**src/hw/vsd_regs.vh**
```
// constants for the two-lane simd integer datapath
`ifndef VSD_REGS_VH
`define VSD_REGS_VH

// ************************************************************
// instruction fields (bit 0 is the msb of the 32-bit word)
// ************************************************************
`define VSD_PRIMARY_OP      6'h04
`define VSD_EXT_ADDW        11'h200
`define VSD_EXT_MHE_ACC     11'h509
`define VSD_EXT_MHE_LOAD    11'h529
`define VSD_EXT_MHE_MODACC  11'h50b

// ************************************************************
// lane layout and timing
// ************************************************************
`define VSD_LANE_W          32
`define VSD_REG_W           64
`define VSD_ACC_RESET       64'h0000000000000000
`define VSD_MUL_LATENCY     3
// wait cycles a dependent sees after a multiply issues (latency minus one)
`define VSD_MUL_WAIT        2'h2

`endif

```
**src/hw/vsd_lane.v**
```verilog
// one 32-bit lane: modulo add and signed even-halfword product
`timescale 1ns/1ps

module vsd_lane (
    input  wire [31:0] a_in,
    input  wire [31:0] b_in,
    input  wire [31:0] acc_in,
    output wire [31:0] sum_out,
    output wire [31:0] prod_out,
    output wire [31:0] mac_out
);

    // ************************************************************
    // lane arithmetic
    // ************************************************************
    wire signed [15:0] a_even;
    wire signed [15:0] b_even;
    wire signed [31:0] prod;

    // even halfword is the upper half of the lane
    assign a_even   = a_in[31:16];                   // [RULE10]
    assign b_even   = b_in[31:16];                   // [RULE10]
    assign prod     = a_even * b_even;               // [RULE14]
    // 32-bit targets drop the carry so nothing reaches the other lane
    assign sum_out  = a_in + b_in;                   // [RULE7] [RULE5]
    assign prod_out = prod;
    assign mac_out  = acc_in + prod;                 // [RULE14] [RULE5]

endmodule

```
**src/hw/vsd_datapath.v**
```verilog
// two-lane simd integer datapath sharing the core's in-order pipeline
`timescale 1ns/1ps
`include "vsd_regs.vh"

// How it works
// RULE1 - each 64-bit register is treated as two 32-bit lanes, with 16-bit halves used by multiply.
// RULE2 - bits 63:32 are the even (upper) lane and bits 31:0 are the odd (lower) lane.
// RULE3 - a vector instruction writes all 64 bits of its destination register.
// RULE4 - scalar instructions use only the low 32 bits; only vector ones use all 64. Here a scalar write also zeroes bits 63:32 of its destination.
// RULE5 - each lane is computed on its own with no carry passing between lanes.
// RULE6 - operands come from matching lanes of two sources and the accumulator; results go to dest, acc or both.
// RULE7 - vector add-words sums each lane modulo 2^32 without saturation.
// RULE8 - vector add-words finishes both lane sums in one execute cycle.
// RULE9 - the multiply-accumulate is opcode 4 in bits 0-5 and 101 0000 1001 in bits 21-31, with fields at 6-10, 11-15, 16-20.
// RULE10 - the multiply takes the signed even (upper) halfword of each lane of both sources.
// RULE11 - one variant loads the accumulator with the product, the add variant adds it and also writes the destination.
// RULE12 - vector work runs in the core's single in-order pipeline, one instruction at a time.
// RULE13 - multiplies issue every cycle but a dependent instruction waits three cycles after issue.
// RULE14 - products are 32-bit two's complement and the accumulate wraps modulo 2^32.
module vsd_datapath (
    input  wire        clk_in,
    input  wire        rst_b_in,
    input  wire        issue_valid_in,
    input  wire [31:0] instr_in,
    input  wire        scalar_in,
    input  wire [63:0] src_a_in,
    input  wire [63:0] src_b_in,
    output wire        issue_ready_out,
    output wire [4:0]  source_a_reg_field_out,
    output wire [4:0]  source_b_reg_field_out,
    output reg         wr_en_out,
    output reg  [4:0]  wr_addr_out,
    output reg  [63:0] wr_data_out,
    output reg  [63:0] acc_out,
    output reg         illegal_out
);

    // ************************************************************
    // decode
    // ************************************************************
    // instruction bit n of the documented big-endian numbering is instr_in[31-n]
    wire [5:0]  prim_op;
    wire [4:0]  dest_fld;
    wire [10:0] ext_op;
    wire        is_vec;
    wire        is_addw;
    wire        is_mac;
    wire        is_mac_load;
    wire        is_mac_mod;

    assign prim_op     = instr_in[31:26];                                // [RULE9]
    assign dest_fld    = instr_in[25:21];                                // [RULE9]
    assign source_a_reg_field_out = instr_in[20:16];                     // [RULE9]
    assign source_b_reg_field_out = instr_in[15:11];                     // [RULE9]
    assign ext_op      = instr_in[10:0];                                 // [RULE9]
    assign is_vec      = (prim_op == `VSD_PRIMARY_OP);
    assign is_addw     = is_vec && (ext_op == `VSD_EXT_ADDW);
    assign is_mac      = is_vec && (ext_op == `VSD_EXT_MHE_ACC);         // [RULE9]
    assign is_mac_load = is_vec && (ext_op == `VSD_EXT_MHE_LOAD);
    assign is_mac_mod  = is_vec && (ext_op == `VSD_EXT_MHE_MODACC);

    // ************************************************************
    // hazard scoreboard
    // ************************************************************
    // per-register countdown of cycles until a multiply result may be used;
    // the accumulator has its own slot because the mac reads it back
    reg  [1:0]  busy_cnt [0:31];
    reg  [1:0]  acc_busy;
    wire        any_mul;
    wire        hazard;
    integer     i;

    assign any_mul = is_mac || is_mac_load || is_mac_mod;
    // stall while a source, or the accumulator for accumulating forms, is pending
    assign hazard  = (busy_cnt[source_a_reg_field_out] != 2'h0) ||
                     (busy_cnt[source_b_reg_field_out] != 2'h0) ||
                     ((is_mac || is_mac_mod) && (acc_busy != 2'h0));    // [RULE13]
    assign issue_ready_out = !hazard;                                    // [RULE12]

    always @(posedge clk_in) begin
        if (!rst_b_in) begin
            for (i = 0; i < 32; i = i + 1) begin
                busy_cnt[i] <= 2'h0;
            end
            acc_busy <= 2'h0;
        end else begin
            for (i = 0; i < 32; i = i + 1) begin
                if (busy_cnt[i] != 2'h0) begin
                    busy_cnt[i] <= busy_cnt[i] - 2'h1;
                end
            end
            if (acc_busy != 2'h0) begin
                acc_busy <= acc_busy - 2'h1;
            end
            // result usable three cycles after issue: two more wait cycles
            // every multiply form writes its destination, so each one marks it busy
            if (issue_valid_in && !hazard && !scalar_in && any_mul) begin
                acc_busy           <= `VSD_MUL_WAIT;                     // [RULE13]
                busy_cnt[dest_fld] <= `VSD_MUL_WAIT;                     // [RULE13]
            end
        end
    end

    // ************************************************************
    // lanes
    // ************************************************************
    wire [31:0] sum_hi;
    wire [31:0] sum_lo;
    wire [31:0] prod_hi;
    wire [31:0] prod_lo;
    wire [31:0] mac_hi;
    wire [31:0] mac_lo;

    // upper word is the even lane, lower word the odd lane
    vsd_lane u_even (                                                    // [RULE2] [RULE1]
        .a_in     (src_a_in[63:32]),
        .b_in     (src_b_in[63:32]),
        .acc_in   (acc_out[63:32]),
        .sum_out  (sum_hi),
        .prod_out (prod_hi),
        .mac_out  (mac_hi)
    );

    vsd_lane u_odd (                                                     // [RULE2] [RULE1]
        .a_in     (src_a_in[31:0]),
        .b_in     (src_b_in[31:0]),
        .acc_in   (acc_out[31:0]),
        .sum_out  (sum_lo),
        .prod_out (prod_lo),
        .mac_out  (mac_lo)
    );

    // ************************************************************
    // result select and write-back
    // ************************************************************
    reg         next_wr_en;
    reg  [63:0] next_wr_data;
    reg  [63:0] next_acc;
    reg         next_illegal;
    wire [31:0] scalar_sum;

    // scalar add only ever sees the low word
    assign scalar_sum = src_a_in[31:0] + src_b_in[31:0];                 // [RULE4]

    always @* begin
        next_wr_en   = 1'b0;
        next_wr_data = wr_data_out;
        next_acc     = acc_out;
        next_illegal = 1'b0;
        if (issue_valid_in && !hazard) begin
            if (scalar_in) begin
                // upper word left as zero; a scalar write clears the even lane of its destination
                next_wr_en   = 1'b1;
                next_wr_data = {32'h0, scalar_sum};                      // [RULE4]
            end else if (is_addw) begin
                next_wr_en   = 1'b1;
                next_wr_data = {sum_hi, sum_lo};                         // [RULE8] [RULE3]
            end else if (is_mac_load) begin
                next_wr_en   = 1'b1;
                next_wr_data = {prod_hi, prod_lo};                       // [RULE3] [RULE6]
                next_acc     = {prod_hi, prod_lo};                       // [RULE11]
            end else if (is_mac || is_mac_mod) begin
                next_wr_en   = 1'b1;
                next_wr_data = {mac_hi, mac_lo};                         // [RULE11] [RULE3]
                next_acc     = {mac_hi, mac_lo};                         // [RULE11] [RULE6]
            end else begin
                next_illegal = 1'b1;
            end
        end
    end

    // single execute stage: one instruction retires per accepted cycle
    always @(posedge clk_in) begin
        if (!rst_b_in) begin
            wr_en_out   <= 1'b0;
            wr_addr_out <= 5'h00;
            wr_data_out <= 64'h0;
            acc_out     <= `VSD_ACC_RESET;
            illegal_out <= 1'b0;
        end else begin
            wr_en_out   <= next_wr_en;                                   // [RULE12]
            wr_addr_out <= dest_fld;
            wr_data_out <= next_wr_data;
            acc_out     <= next_acc;
            illegal_out <= next_illegal;
        end
    end

endmodule

```
**config.mk**
```make
export PLATFORM = sky130hd
export DESIGN_NAME = vsd_datapath
export DESIGN_NICKNAME = d
export VERILOG_FILES = /design/src/hw/vsd_lane.v /design/src/hw/vsd_datapath.v
export VERILOG_INCLUDE_DIRS = /design/src /design/src/hw
export SDC_FILE = /design/constraint.sdc
export NUM_CORES = 2
export LEC_CHECK = 0
export ABC_AREA = 1
export BUFFER_PORTS_ARGS = -buffer_cell sky130_fd_sc_hd__buf_2
export CAP_MARGIN = 20
export CORE_MARGIN = 1.5
export CORE_UTILIZATION = 25
export DETAILED_ROUTE_END_ITERATION = 7
export GPL_TIMING_DRIVEN = 0
export PLACE_DENSITY = 0.45
export SLEW_MARGIN = 20
export SYNTH_ARGS = -nofsm -noshare
export SYNTH_HDL_FRONTEND = slang
export SYNTH_SLANG_ARGS = --single-unit
```
**constraint.sdc**
```tcl
create_clock -name clk_in -period 12.7 [get_ports clk_in]
set_input_delay 1.27 -clock clk_in [delete_from_list [all_inputs] [get_ports clk_in]]
set_output_delay 1.27 -clock clk_in [all_outputs]
set_load 0.005 [all_outputs]
```
## Yosys cells after proc, flatten, opt, wreduce, memory -nomap -nowiden

Memories as Yosys holds them, arrays and structs flattened.
Cells that the tools add are included.

- Output and inout bits: 146
- Logic and storage cells: 289
- Bits in writable memories: 64
- Register bits: 137
- Memories: 1

- Muxes and demuxes: 143
- Add/sub/neg operators: 37
- Equality and inequality tests: 5
- Multiply operators: 2
- Reductions and logical operators: 58
- Bitwise logic cells: 36

Memories:

| memory | depth | width | rd ports | clocked after memory_dff | wr ports | line | source |
|---|---|---|---|---|---|---|---|
| busy_cnt | 32 | 2 | 34 | 0 | 33 | vsd_datapath.v:67 | `reg [1:0] busy_cnt [0:31];` |

Operator list:

| kind | count |
|---|---|
| 64-bit two-way mux | 4 |
| 32-bit adder | 4 |
| 1-bit two-way mux | 105 |
| 2-bit nonzero test | 37 |
| 2-bit two-way mux | 34 |
| 2-bit by 1-bit subtractor with 2-bit output (second input constant) | 33 |
| 16-bit by 16-bit multiplier with 32-bit output | 2 |
| 11-bit == test (second input constant) | 3 |
| 1-bit bitwise OR | 32 |
| 11-bit by 10-bit == test with 1-bit output (second input constant) | 1 |
| 1-bit logical AND | 8 |
| 6-bit by 3-bit == test with 1-bit output (second input constant) | 1 |
| 1-bit logical OR | 5 |
| 5-bit OR reduction | 1 |
| 1-bit NOT | 4 |
| 2-bit AND reduction | 2 |
| 4-bit AND reduction | 1 |
| 4-bit nonzero test | 1 |
| 1-bit logical NOT | 2 |
| 2-bit OR reduction | 1 |

## Logic depth before layout (Yosys ltp)

- Depth in word-level cells: 12
- Gate-level depth with buffers: 42
- Mapped depth without buffers: 41

## Modules after synthesis

A second synthesis with hierarchy kept.

- Cells, all modules: 6398
- Area total of the unflattened synthesis: 42488.2 sq um

Modules (own cells, without submodules):

| module | cells an instance | instances | area each (sq um) |
|---|---|---|---|
| vsd_lane at u_odd | 2117 | 1 | 14605.3 |
| vsd_lane at u_even | 2115 | 1 | 14508.9 |
| vsd_datapath | 2166 | 1 | 13374.1 |

## Worst setup path before layout

OpenSTA, ideal clock, no wires.

- Kind: input port to flip-flop
- Start: input src_a_in[63]
- End: register wr_data_out[63]
- Data required time: 12568 ps
- Slack: 4960 ps
- Buffers on the path: 2
- Stages: 36
- Data arrival time: 7608 ps
- Path through: clkbuf_1 -> clkbuf_1 -> nand2_1 -> inv_1 -> fa_1 -> inv_1 -> fa_1 -> inv_1 -> fa_1 -> fa_1 -> inv_1 -> fa_1 -> inv_1 -> fa_1 -> ha_1 -> nand2_1 -> nor2_1 -> nand2_1 -> nor3_1 -> nand2_1 -> nand3_1 -> nand2_1 -> and2_1 -> ha_1 -> nand2_1 -> nor3_1 -> and2_1 -> nand2_1 -> nand3_1 -> nand2_1 -> nor2_1 -> nand2_1 -> nand3_1 -> nand2_1 -> nand2_1 -> a21oi_1

- Longest elaborated chain between the ends: 6

RTL lines:

| element | line | source |
|---|---|---|
| from (decl) | vsd_datapath.v:26 | `input wire [63:0] src_a_in,` |
| 16-bit by 16-bit multiplier with 32-bit output | vsd_lane.v:23 | `assign prod = a_even * b_even;` |
| 32-bit adder | vsd_lane.v:27 | `assign mac_out = acc_in + prod;` |
| 64-bit two-way mux | vsd_datapath.v:162 | `end else if (is_mac \|\| is_mac_mod) begin` |
| 64-bit two-way mux | vsd_datapath.v:158 | `end else if (is_mac_load) begin` |
| 64-bit two-way mux (*) | vsd_datapath.v:155 | `end else if (is_addw) begin` |
| 64-bit two-way mux (*) | vsd_datapath.v:151 | `if (scalar_in) begin` |
| to (signal assigned) | vsd_datapath.v:183 | `wr_data_out <= next_wr_data;` |
| to (decl) | vsd_datapath.v:33 | `output reg [63:0] wr_data_out,` |

Mark *: on every way between the ends. The rest lies on a longest branch, timed or not. The select of a mux whose other input is x is not followed.
A chain may end at the register's enable or synchronous reset.

## Worst setup path after layout

- Start: input src_a_in[31]
- End: register wr_data_out[31]

- Longest elaborated chain between the ends: 6

RTL lines:

| element | line |
|---|---|
| 16-bit by 16-bit multiplier with 32-bit output | vsd_lane.v:23 |
| 32-bit adder | vsd_lane.v:27 |
| 64-bit two-way mux | vsd_datapath.v:162 |
| 64-bit two-way mux | vsd_datapath.v:158 |
| 64-bit two-way mux | vsd_datapath.v:155 |
| 64-bit two-way mux (*) | vsd_datapath.v:151 |

Marks and branches as above.

==> out/metrics.yaml <==
timing.critical_path.from: "src_a_in[31]"
synth_common_cells: "1,780 x nand2_1, 1,456 x inv_1, 528 x fa_1, 468 x nand3_1, 439 x nor2_1"
postCtsSetupRepairBufs: 0
grt_pass1_wl_um: 263000
rr_worst_depth: 17
synth_most_common_cell: "nand2_1"
synthCells: 6220
cts.path.max_buffers: 3
place_hpwl_um: 156000
vias: 40200
place_inst: 8687
fmaxAchievable_ghz: 0.109
cts_tree: "done"
ys.flop_type: "dfxtp_1"
drive_gt1_share_pct: 6.96
cts_made_buffers: 28
synth_top_area_share_pct: 26.1
drcViolationCount: 0
place_congestion: 0.965
fin_crit_ns: 9.15
syn_nets: 7238
tns_ns: 0
synth-edff-count: 0
status: "finished, final reports clean"
grt_pass1_vias: 39600
grt_max_degree: 16
routed_wl_um: 179000
clockRootBuffer: "clkbuf_16"
final_util_pct: 28.5
fp.dieW_um: 406
synth_area_leaders: "fa_1 26%, nand2_1 16%, inv_1 13%"
drv_slew: 0
crit_fanout: 10
finalCritPeriodShare_pct: 72.1
cap_violations: 0
ctsResizeCount: 0
worst_pin_slew_ns: 1.11
fin_nets: 7575
slew-limit-headroom_pct: 25.9
grt_use_total_pct: 21.6
hold_viol: 0
core-area_um2: 161000
synthArstFlopShare_pct: 0
cp.arrival_ns: 9.67
r2r-start: "acc_out[32]"
crit_end: "wr_data_out[31]"
stdcell_area_um2: 45700
die_y_um: 406
fin_cells: 8738
cts.sinks: 201
r2r_end: "wr_data_out[60]"
yosysUniqueCellTypes: 39
cp_common_cell: "nand2_1"
row_count: 147
ys_seq_area_share_pct: 9.92
hold_class: "reg -> reg"
clock_skew_ns: 0.0373
synth_area_um2: 40500
avgViaCountPerCell: 4.60
ant_nets: 0
areaGrowthSynthToFinish_pct: 12.8
setup_violations: 0
rsz0062_at_grt: "false"
wire_per_inst_um: 20.5
antenna_found_initial: 9
cp-start-kind: "input pin"
crit_path_top_delay_cell: "fa_1"
clk_pin_slew_worst_paths_ns: 0.06
syn_avg_cell_area_um2: 6.52
insertion_delay_ns: 0.63
cts.htree.levels: 1
synth_top_area_cell: "fa_1"
placed_cell_area_um2: 44800
end_kind: "flop"
dr.pass1.iters: 6
first_iter_violations: 3086
hold_buffers: 0
overflow: 0
initial_utilization_pct: 25.2
ios: 310
dieArea_um2: 165000
rrSetupSlack_ns: 9.65
crit_type: "in -> reg"
yosys_warnings: 0
worst_ep_required_time_ns: 13.22
io_buffers: 306
ys_seq_elements: 201
num_antenna_cells: 0
slowest_delay_ns: 0.58
state kept, by name, indices dropped and copies added (netlist names):
name         cells
acc_busy         2
illegal_out      1
busy_cnt        64
wr_addr_out      5
acc_out         64
wr_en_out        1
wr_data_out     64
metal layers:
metal,GRT usage [%],vias to the layer above,part of all wire [%]
li1,-,19400,-
met1,31.6,19400,48
met2,32.9,1202,42
met3,3.82,159,7.1
met4,4.61,6,2.4
met5,0,-,0.027
cell usage in the layout (no fill, tap or decap), types with 8 or more instances in the layout:
cell type,count
clkbuf_1,115
nand3_1,468
a21oi_1,257
nor2_1,439
xnor2_1,37
o21ai_0,183
nor3_1,52
clkbuf_16,28
xor2_1,44
ha_1,326
nand2_1,1780
and2_1,25
o21bai_1,24
a21o_1,10
nand4_1,55
nor4_1,9
or2_2,51
o21ai_1,50
fa_1,528
buf_2,333
inv_1,1456
nand3b_1,16
dfxtp_1,201
buf_4,15
a21boi_0,9
buf_1,8
final cells by class:
class | instances | area (µm²)
clock buffers | 39 | 792
inverters | 1463 | 5490
plain buffers | 160 | 696
fillers | 18200 | 115000
repair buffers | 307 | 1540
multi-input cells | 4396 | 30300
flip-flops and latches | 201 | 4020
clock inverters | 12 | 158
well taps | 2160 | 2700
worst min path at each step:
stage | start | endpoint | slack [ns] | depth (start not counted)
after global placement | wr_data_out[41] | wr_data_out[41] | 0.45 | 2
after detailed placement | acc_out[34] | acc_out[34] | 0.45 | 2
after floorplan | acc_busy[1] | acc_busy[0] | 0.44 | 2
after CTS | wr_data_out[43] | wr_data_out[43] | 0.46 | 2
after global routing | wr_data_out[25] | wr_data_out[25] | 0.48 | 2
final | wr_data_out[17] | wr_data_out[17] | 0.47 | 2
cells by family (layout without fill, tap and decap cells):
kind of cell / Yosys count / count (layout) / share of synthesized area, %
flip-flops: 201 / 201 / 9.92
buffers and inverters: 1623 / 1981 / 15.3
AO/OA/AOI/OAI: 550 / 550 / 7.14
adder cells (fa/ha/maj): 854 / 854 / 36.1
AND/OR/NAND/NOR: 2909 / 2909 / 29.7
XOR/XNOR: 81 / 81 / 1.75
multiplexers: 2 / 2 / 0.0494
metrics by stage:
stage / hold slack, ns / worst slack (ns)
after floorplan: 0.443 / 4.96
after global placement: 0.451 / 2.99
after detailed placement: 0.454 / 3.01
after CTS: 0.464 / 3.61
after global routing: 0.476 / 3.05
final: 0.466 / 3.55
critical path: cells and delay by family:
family	cells	cell delay, ns
AOI/OAI and AO/OA	1	0.17
adders and majority gates	8	3.83
buffers and inverters	7	1.88
and+or+nand+nor	18	2.46
Power is left out: the tool's default activity adds up to more than one toggle a clock period on the data nets, which glitch-free logic cannot reach.
